<file path="config.mk">
export PLATFORM = sky130hd
export DESIGN_NAME = ued_serial_port
export DESIGN_NICKNAME = d
export VERILOG_FILES = /design/src/ued_pkg.sv /design/src/ued_tx_hold.sv /design/src/ued_serial_port.sv
export SDC_FILE = /design/constraint.sdc
export NUM_CORES = 1
export LEC_CHECK = 0
export BUFFER_PORTS_ARGS = -buffer_cell sky130_fd_sc_hd__buf_2
export CAP_MARGIN = 10
export CORE_MARGIN = 2
export CORE_UTILIZATION = 40
export CTS_BUF_LIST = sky130_fd_sc_hd__clkbuf_16
export DETAILED_ROUTE_END_ITERATION = 12
export PLACE_DENSITY = 0.65
export SKIP_LAST_GASP = 1
export SLEW_MARGIN = 20
export SYNTH_ARGS = -nofsm -noshare
export SYNTH_HDL_FRONTEND = slang
export SYNTH_SLANG_ARGS = --single-unit
</file>
<file path="constraint.sdc">
create_clock -name clk -period 1.3 [get_ports clk]
set_input_delay 0.13 -clock clk [delete_from_list [all_inputs] [get_ports clk]]
set_output_delay 0.13 -clock clk [all_outputs]
set_load 0.005 [all_outputs]
</file>
<file path="src/ued_pkg.sv">
// Constants for the serial error-interrupt and data-port block
package ued_pkg;

  // Register offsets (byte-wide registers, 4-bit address)
  localparam logic [3:0] OFF_STATUS   = 4'h4;
  localparam logic [3:0] OFF_CTRL     = 4'h6;
  localparam logic [3:0] OFF_DATA     = 4'h7;
  localparam logic [3:0] OFF_EV_STAT  = 4'h8;
  localparam logic [3:0] OFF_EV_CLR   = 4'h9;
  localparam logic [3:0] OFF_EV_EN    = 4'hA;

  // Status register fields
  localparam int ST_TX_EMPTY = 7;
  localparam int ST_RX_FULL  = 5;
  localparam int ST_OVERRUN  = 3;
  localparam int ST_NOISE    = 2;
  localparam int ST_FRAMING  = 1;
  localparam int ST_PARITY   = 0;

  // Control register fields
  localparam int CT_RX_NINTH = 7;
  localparam int CT_TX_NINTH = 6;
  localparam int CT_NINE_BIT = 4;
  localparam int CT_OR_IE    = 3;
  localparam int CT_NF_IE    = 2;
  localparam int CT_FE_IE    = 1;
  localparam int CT_PF_IE    = 0;

  // Event register fields
  localparam int EV_RX_FULL  = 0;
  localparam int EV_TX_EMPTY = 1;
  localparam int EV_ERROR    = 2;
  localparam int EV_W        = 3;

  // Reset values
  localparam logic [7:0]      RST_BYTE   = 8'h00;
  localparam logic [3:0]      RST_IE     = 4'h0;
  localparam logic [EV_W-1:0] RST_EV     = 3'h0;
  localparam logic [8:0]      RST_WORD9  = 9'h000;

endpackage

</file>
<file path="src/ued_tx_hold.sv">
// Transmit data buffer holding one 9-bit character for the shifter
`timescale 1ns/1ps
module ued_tx_hold (
  // Clock and reset
  input  wire logic       clk,
  input  wire logic       rst_n,
  // Load from the data port
  input  wire logic       load,
  input  wire logic [8:0] load_data,
  // Toward the transmit shifter
  input  wire logic       take,
  output logic            full,
  output logic [8:0]      data
);

  typedef struct packed {
    logic       full;
    logic [8:0] data;
  } ued_hold_t;

  ued_hold_t s_q;
  ued_hold_t s_d;

  // Load wins over take so a write in the take cycle is kept
  always_comb begin
    s_d = s_q;
    if (take) begin
      s_d.full = 1'b0;
    end
    if (load) begin
      s_d.full = 1'b1;
      s_d.data = load_data;
    end
  end

  // State register
  always_ff @(posedge clk or negedge rst_n) begin
    if (!rst_n) begin
      s_q <= '{full: 1'b0, data: ued_pkg::RST_WORD9};
    end else begin
      s_q <= s_d;
    end
  end

  assign full = s_q.full;
  assign data = s_q.data;

endmodule

</file>
<file path="src/ued_serial_port.sv">
// Serial error-interrupt enables, data port and status flag clearing
// Notes on behaviour
// overrun enable gates overrun flag onto interrupt
// noise enable, bit 2, gates noise flag
// framing enable, bit 1, gates framing flag
// parity enable, bit 0, gates parity flag
// data port at offset 7, eight bits
// data read returns receive buffer
// data write loads separate transmit buffer
// bit n maps to buffer bit n
// data accesses complete flag clearing sequences
// software reads ninth bit before data
// nine-bit value moves to shifter after write
// full buffer: set overrun, drop character
// error request is OR of gated flags
// buffers and enables reset to zero
`timescale 1ns/1ps
module ued_serial_port (
  // Clock and reset
  input  wire logic       clk,
  input  wire logic       rst_n,
  // Register port
  input  wire logic [3:0] addr,
  input  wire logic [7:0] wdata,
  input  wire logic       wr,
  input  wire logic       rd,
  output logic [7:0]      rdata,
  // From the receive shifter
  input  wire logic       rx_done,
  input  wire logic [7:0] rx_char,
  input  wire logic       rx_char_ninth,
  input  wire logic       rx_noise,
  input  wire logic       rx_framing,
  input  wire logic       rx_parity,
  // Toward the transmit shifter
  input  wire logic       tx_take,
  output logic            tx_valid,
  output logic [7:0]      tx_data,
  output logic            tx_data_ninth,
  output logic            nine_bit_mode,
  // Interrupts
  output logic            error_irq,
  output logic            irq
);

  typedef struct packed {
    logic [7:0]              rdata;
    logic [7:0]              rx_buf;
    logic                    rx_ninth_bit;
    logic                    tx_ninth_bit;
    logic                    nine_bit;
    logic                    overrun_irq_enable;
    logic                    noise_irq_enable;
    logic                    framing_irq_enable;
    logic                    parity_irq_enable;
    logic                    rx_buffer_full_flag;
    logic                    tx_empty_flag;
    logic                    overrun_flag;
    logic                    noise_flag;
    logic                    framing_error_flag;
    logic                    parity_error_flag;
    logic                    rx_armed;
    logic                    tx_armed;
    logic [ued_pkg::EV_W-1:0] ev_stat;
    logic [ued_pkg::EV_W-1:0] ev_en;
  } ued_state_t;

  ued_state_t s_q;
  ued_state_t s_d;

  logic [7:0]              status_byte;
  logic [7:0]              ctrl_byte;
  logic [7:0]              rd_mux;
  logic                    data_rd;
  logic                    data_wr;
  logic                    rx_accept;
  logic                    rx_clear;
  logic                    tx_clear;
  logic                    err_req;
  logic [ued_pkg::EV_W-1:0] ev_set;
  logic                    hold_full;
  logic [8:0]              hold_data;

  // Register images as software sees them
  always_comb begin
    status_byte = ued_pkg::RST_BYTE;
    status_byte[ued_pkg::ST_TX_EMPTY] = s_q.tx_empty_flag;
    status_byte[ued_pkg::ST_RX_FULL]  = s_q.rx_buffer_full_flag;
    status_byte[ued_pkg::ST_OVERRUN]  = s_q.overrun_flag;
    status_byte[ued_pkg::ST_NOISE]    = s_q.noise_flag;
    status_byte[ued_pkg::ST_FRAMING]  = s_q.framing_error_flag;
    status_byte[ued_pkg::ST_PARITY]   = s_q.parity_error_flag;
    ctrl_byte = ued_pkg::RST_BYTE;
    ctrl_byte[ued_pkg::CT_RX_NINTH] = s_q.rx_ninth_bit;
    ctrl_byte[ued_pkg::CT_TX_NINTH] = s_q.tx_ninth_bit;
    ctrl_byte[ued_pkg::CT_NINE_BIT] = s_q.nine_bit;
    ctrl_byte[ued_pkg::CT_OR_IE]    = s_q.overrun_irq_enable;
    ctrl_byte[ued_pkg::CT_NF_IE]    = s_q.noise_irq_enable;
    ctrl_byte[ued_pkg::CT_FE_IE]    = s_q.framing_irq_enable;
    ctrl_byte[ued_pkg::CT_PF_IE]    = s_q.parity_irq_enable;
  end

  // Read multiplexer; unmapped offsets read as zero
  always_comb begin
    case (addr)
      ued_pkg::OFF_STATUS:  rd_mux = status_byte;
      ued_pkg::OFF_CTRL:    rd_mux = ctrl_byte;
      ued_pkg::OFF_DATA:    rd_mux = s_q.rx_buf;
      ued_pkg::OFF_EV_STAT: rd_mux = {{(8-ued_pkg::EV_W){1'b0}}, s_q.ev_stat};
      ued_pkg::OFF_EV_EN:   rd_mux = {{(8-ued_pkg::EV_W){1'b0}}, s_q.ev_en};
      default:              rd_mux = ued_pkg::RST_BYTE;
    endcase
  end

  // Data port decode
  assign data_rd = rd && (addr == ued_pkg::OFF_DATA);
  assign data_wr = wr && (addr == ued_pkg::OFF_DATA);

  // Second step of each clearing sequence
  assign rx_clear = data_rd && s_q.rx_armed;
  assign tx_clear = data_wr && s_q.tx_armed;

  // A character landing in the clearing cycle is taken, not overrun
  assign rx_accept = rx_done && (!s_q.rx_buffer_full_flag || rx_clear);

  // Per-kind error gating: each flag meets only its own enable.
  // Bit order follows the control register (3 overrun, 2 noise,
  // 1 framing, 0 parity) so the enable field lines up with the flags.
  // A cleared enable leaves the flag visible to polling only.
  logic [3:0] err_flags;
  logic [3:0] err_ens;
  logic [3:0] err_gated;

  // Flags gathered in enable order
  assign err_flags[ued_pkg::CT_OR_IE] = s_q.overrun_flag;
  assign err_flags[ued_pkg::CT_NF_IE] = s_q.noise_flag;
  assign err_flags[ued_pkg::CT_FE_IE] = s_q.framing_error_flag;
  assign err_flags[ued_pkg::CT_PF_IE] = s_q.parity_error_flag;

  // Enables gathered in the same order
  assign err_ens[ued_pkg::CT_OR_IE] = s_q.overrun_irq_enable;
  assign err_ens[ued_pkg::CT_NF_IE] = s_q.noise_irq_enable;
  assign err_ens[ued_pkg::CT_FE_IE] = s_q.framing_irq_enable;
  assign err_ens[ued_pkg::CT_PF_IE] = s_q.parity_irq_enable;

  // One AND per error kind
  for (genvar g = 0; g < 4; g++) begin : g_err_gate
    assign err_gated[g] = err_flags[g] && err_ens[g];
  end

  // Any enabled error raises the shared request; flags are registered,
  // so the request cannot glitch on bus activity
  assign err_req = |err_gated;

  // Events feeding the sticky status bits
  always_comb begin
    ev_set = ued_pkg::RST_EV;
    ev_set[ued_pkg::EV_RX_FULL]  = rx_accept;
    ev_set[ued_pkg::EV_TX_EMPTY] = tx_take && hold_full;
    ev_set[ued_pkg::EV_ERROR]    = rx_done && (!rx_accept || rx_noise
                                   || rx_framing || rx_parity);
  end

  // Next-state logic for every register of the block except the transmit buffer
  always_comb begin
    s_d = s_q;
    s_d.rdata = rd ? rd_mux : ued_pkg::RST_BYTE;

    // Status read arms the data-access step of a sequence
    if (rd && addr == ued_pkg::OFF_STATUS) begin
      s_d.rx_armed = s_q.rx_buffer_full_flag || s_q.overrun_flag
                  || s_q.noise_flag || s_q.framing_error_flag
                  || s_q.parity_error_flag;
      s_d.tx_armed = s_q.tx_empty_flag;
    end

    // Receive side clearing, then fresh arrivals win
    if (rx_clear) begin
      s_d.rx_buffer_full_flag = 1'b0;
      s_d.overrun_flag        = 1'b0;
      s_d.noise_flag          = 1'b0;
      s_d.framing_error_flag  = 1'b0;
      s_d.parity_error_flag   = 1'b0;
      s_d.rx_armed            = 1'b0;
    end
    if (rx_accept) begin
      s_d.rx_buf              = rx_char;
      s_d.rx_ninth_bit        = s_q.nine_bit ? rx_char_ninth : 1'b0;
      s_d.rx_buffer_full_flag = 1'b1;
      if (rx_noise) begin
        s_d.noise_flag = 1'b1;
      end
      if (rx_framing) begin
        s_d.framing_error_flag = 1'b1;
      end
      if (rx_parity) begin
        s_d.parity_error_flag = 1'b1;
      end
    end else if (rx_done) begin
      s_d.overrun_flag = 1'b1;
    end

    // Transmit side: armed data write clears empty flag, shifter take sets it
    if (tx_clear) begin
      s_d.tx_empty_flag = 1'b0;
      s_d.tx_armed      = 1'b0;
    end
    if (tx_take && hold_full) begin
      s_d.tx_empty_flag = 1'b1;
    end

    // Control register write
    if (wr && addr == ued_pkg::OFF_CTRL) begin
      s_d.tx_ninth_bit       = wdata[ued_pkg::CT_TX_NINTH];
      s_d.nine_bit           = wdata[ued_pkg::CT_NINE_BIT];
      s_d.overrun_irq_enable = wdata[ued_pkg::CT_OR_IE];
      s_d.noise_irq_enable   = wdata[ued_pkg::CT_NF_IE];
      s_d.framing_irq_enable = wdata[ued_pkg::CT_FE_IE];
      s_d.parity_irq_enable  = wdata[ued_pkg::CT_PF_IE];
    end

    // Event enable and clear; a new event beats its clear
    if (wr && addr == ued_pkg::OFF_EV_EN) begin
      s_d.ev_en = wdata[ued_pkg::EV_W-1:0];
    end
    if (wr && addr == ued_pkg::OFF_EV_CLR) begin
      s_d.ev_stat = s_q.ev_stat & ~wdata[ued_pkg::EV_W-1:0];
    end
    s_d.ev_stat = s_d.ev_stat | ev_set;
  end

  // State register; enables and receive buffer come up at zero.
  // Transmit empty comes up set: nothing waits in the buffer yet,
  // so software may write the first character straight away.
  // Arming bits clear too, so a data access just after reset
  // cannot complete a clearing sequence that never started.
  always_ff @(posedge clk or negedge rst_n) begin
    if (!rst_n) begin
      s_q.rdata               <= ued_pkg::RST_BYTE;
      s_q.rx_buf              <= ued_pkg::RST_BYTE;
      s_q.rx_ninth_bit        <= 1'b0;
      s_q.tx_ninth_bit        <= 1'b0;
      s_q.nine_bit            <= 1'b0;
      s_q.overrun_irq_enable  <= 1'b0;
      s_q.noise_irq_enable    <= 1'b0;
      s_q.framing_irq_enable  <= 1'b0;
      s_q.parity_irq_enable   <= 1'b0;
      s_q.rx_buffer_full_flag <= 1'b0;
      s_q.tx_empty_flag       <= 1'b1;
      s_q.overrun_flag        <= 1'b0;
      s_q.noise_flag          <= 1'b0;
      s_q.framing_error_flag  <= 1'b0;
      s_q.parity_error_flag   <= 1'b0;
      s_q.rx_armed            <= 1'b0;
      s_q.tx_armed            <= 1'b0;
      s_q.ev_stat             <= ued_pkg::RST_EV;
      s_q.ev_en               <= ued_pkg::RST_EV;
    end else begin
      s_q <= s_d;
    end
  end

  // Transmit buffer; the ninth bit is captured with the byte.
  // Software must change the ninth bit before the data write,
  // since a later change no longer reaches the buffered character.
  ued_tx_hold u_tx_hold (
    .clk       (clk),
    .rst_n     (rst_n),
    .load      (data_wr),
    .load_data ({s_q.tx_ninth_bit, wdata}),
    .take      (tx_take),
    .full      (hold_full),
    .data      (hold_data)
  );

  // Outputs
  assign rdata         = s_q.rdata;
  assign tx_valid      = hold_full;
  assign tx_data       = hold_data[7:0];
  assign tx_data_ninth = hold_data[8];
  assign nine_bit_mode = s_q.nine_bit;
  assign error_irq     = err_req;
  assign irq           = |(s_q.ev_stat & s_q.ev_en);

endmodule

</file>
==> impl_metrics.sql <==
INSERT INTO impl_metrics (metric_group, metric, value, unit) VALUES
('logic_synthesis', 'mean_area_per_synthesized_cell', '12.7', 'µm²'),
('cts', 'clkSlewWorstSetupHoldPaths', '60', 'ps'),
('sta', 'fin_crit', '1360', 'ps'),
('place', 'gp_routability_congestion', '0.812', ''),
('cts', 'cts-htree-levels', '2', ''),
('die', 'die_w', '78.1', 'µm'),
('status', 'run_status', 'complete, but fails checks', ''),
('grt', 'global_route_wire_length_before_repair', '8.69', 'mm'),
('cells_and_area', 'multi_input_area', '923', 'µm²'),
('logic_synthesis', 'yosys_warnings', '0', ''),
('worst_setup_path', 'worstPathBufferInverterCount', '2', ''),
('worst_setup_path', 'crit_path_max_fanout', '3', ''),
('die', 'core_region_area', '0.00520', 'mm²'),
('cts', 'tritoncts_clock_tree', 'done', ''),
('logic_synthesis', 'netlist-cell-type-count', '44', ''),
('power_and_ir_drop', 'power_density', '1620', 'mW/mm²'),
('sta', 'worst_clock_skew', '5.08', 'ps'),
('logic_synthesis', 'synth-seq-cells', '47', ''),
('cts', 'cts.root.buffer_cell', 'clkbuf_16', ''),
('grt', 'vias_in_the_first_global_route', '1729', ''),
('worst_setup_path', 'timing.critical_path.to_type', 'output pin', ''),
('die', 'initial_core_util', '0.422', ''),
('logic_synthesis', 'synth-async-reset-ratio', '1.00', ''),
('worst_setup_path', 'cp_slowest_cell', 'dfrtp_1', ''),
('power_and_ir_drop', 'vdd.ir_drop.worst', '0.000681', 'V'),
('cts', 'clock-sinks', '47', ''),
('grt', 'grt_overflow_total', '0', ''),
('cells_and_area', 'fin_area', '0.00287', 'mm²'),
('sta', 'timing_max_transition_violations_final', '0', ''),
('logic_synthesis', 'synthesis.area', '0.00219', 'mm²'),
('place', 'numPlacedInstances', '300', ''),
('cells_and_area', 'n_antenna_cell', '0', ''),
('flow_run', 'max-cap-violations', '0', ''),
('detailed_routing', 'vias', '1611', ''),
('cells_and_area', 'layout-area-overhead-vs-synth', '30.6', '%'),
('die', 'die_area', '0.00609', 'mm²'),
('die', 'rows', '26', ''),
('die', 'floorplan.die.height', '78.1', 'µm'),
('logic_synthesis', 'synthCells', '173', ''),
('place', 'post_dp_cell_area', '0.00262', 'mm²'),
('status', 'violations', 'setup timing', ''),
('detailed_routing', 'drc_errors', '0', ''),
('worst_setup_path', 'critical_path_class', 'reg -> out', ''),
('place', 'placement.io_buffers', '50', ''),
('worst_setup_path', 'cp.arrival', '1230', 'ps'),
('die', 'io-pin-count', '51', ''),
('cells_and_area', 'post_layout_nonfiller_instances', '310', ''),
('sta', 'grt_setup_unrepaired', 'yes', ''),
('logic_synthesis', 'net_count_after_synthesis', '203', ''),
('cells_and_area', 'nNetsFinal', '269', ''),
('cts', 'worst_skew_pair_later_pin_latency', '290', 'ps'),
('detailed_routing', 'antenna_left', '0', ''),
('cells_and_area', 'final_common_cell', 'buf_2', ''),
('worst_setup_path', 'crit_path_max_incr_delay', '390', 'ps'),
('detailed_routing', 'drt_pass1_iterations', '4', ''),
('detailed_routing', 'wl_per_cell', '16.6', 'µm'),
('detailed_routing', 'viasPerCell', '5.20', ''),
('sta', 'setup_viol', '2', ''),
('sta', 'slew_headroom', '0.717', ''),
('worst_setup_path', 'crit_path_cells', 'a222oi_1 -> inv_1 -> buf_2', ''),
('place', 'pre_cts_ws', '-89.2', 'ps'),
('cells_and_area', 'finish.utilization', '0.550', ''),
('grt', 'grt_antenna_before_repair', '0', ''),
('grt', 'track_usage', '0.184', ''),
('sta', 'setup_tns', '-80.9', 'ps'),
('sta', 'timing_worst_slew_pin_value', '424', 'ps'),
('cells_and_area', 'layout-drive-gt1-share', '0.492', ''),
('cells_and_area', 'fillCellCount', '464', ''),
('sta', 'layout_setup_ws', '-58.8', 'ps'),
('grt', 'grt_start_max_net_pins', '31', ''),
('worst_setup_path', 'setup.worst_path.start_class', 'flip-flop', '');
-- Yosys cell counts, types with 2 or more instances --
library cell  number  area share
and3b_1            2      0.0080
nand2_1            5      0.0086
mux2i_1            5       0.023
a21oi_1            2      0.0046
a311oi_1           2      0.0080
nor2_1             6       0.010
a22o_1             5       0.020
mux2_4             5       0.034
inv_1              4      0.0068
buf_4              8       0.027
and3_1             2      0.0057
nand4_1            4       0.011
buf_2              3      0.0068
mux2_2            25        0.13
nor2b_1            4       0.011
dfrtp_1           46        0.52
a21o_1             3       0.010
o21ai_0            3      0.0068
nand3b_1           2      0.0068
buf_1              2      0.0034
nand3_1            9       0.021
a22oi_1            4       0.014
-- layout make-up --
class | count | share of cell area
Sequential cell | 47 | 0.411
Multi-Input combinational cell | 107 | 0.322
Clock buffer | 5 | 0.0437
Clock inverter | 3 | 0.0223
Timing Repair Buffer | 74 | 0.165
Inverter | 4 | 0.00524
Tap cell | 70 | 0.0306
-- sequential cells by signal, indices dropped and copies added (netlist names) --
signal / cells
s_q: 18
ctrl_byte: 6
u_tx_hold.data: 9
u_tx_hold.full: 1
err_flags: 4
rdata: 8
nine_bit_mode: 1
-- worst paths after layout --
path,start,endpoint,slack [ps],cells past startpoint
max,s_q[4]$_DFF_PN0_,irq,-60,3
max in group asynchronous,rst_n,s_q[3]$_DFF_PN0_,490,3
max reg2reg,err_flags[3]$_DFF_PN0_,s_q[7]$_DFFE_PN0P_,-20,3
min in group asynchronous,rst_n,rdata[7]$_DFF_PN0_,310,2
min,rx_char[3],s_q[24]$_DFFE_PN0N_,70,2
min reg2reg,u_tx_hold.data[1]$_DFFE_PN0P_,u_tx_hold.data[1]$_DFFE_PN0P_,500,1
-- report_power, final --
| group | total (mW) | internal, mW | switching (mW) |
|---|---|---|---|
| logic | 0.975 | 0.609 | 0.366 |
| registers | 2.04 | 1.81 | 0.234 |
| clock network | 1.62 | 1.09 | 0.522 |
| total | 4.63 | 3.51 | 1.12 |
-- per-layer routing --
metal	up-vias	part of all wire	GRT usage
li1	758	-	-
met1	796	0.48	0.257
met2	52	0.46	0.284
met3	5	0.056	0.0471
met4	0	0.0070	0.0526
met5	-	0	0
-- timing repair --
action                                  4_1_cts  5_1_grt
pin swaps                                     5        4
setup buffers                                 0        1
hold endpoints to repair                     16        0
hold buffers                                  1        0
endpoints found under the setup margin        3        3
resized for setup                             3        5
gates cloned                                  0        0
-- cell families after synthesis --
group / synth area share
AO/OA/AOI/OAI: 0.112
buffers and inverters: 0.0519
flip-flops: 0.536
multiplexers: 0.185
AND/OR/NAND/NOR: 0.114
No activity file was read; power rests on OpenSTA's default activity.
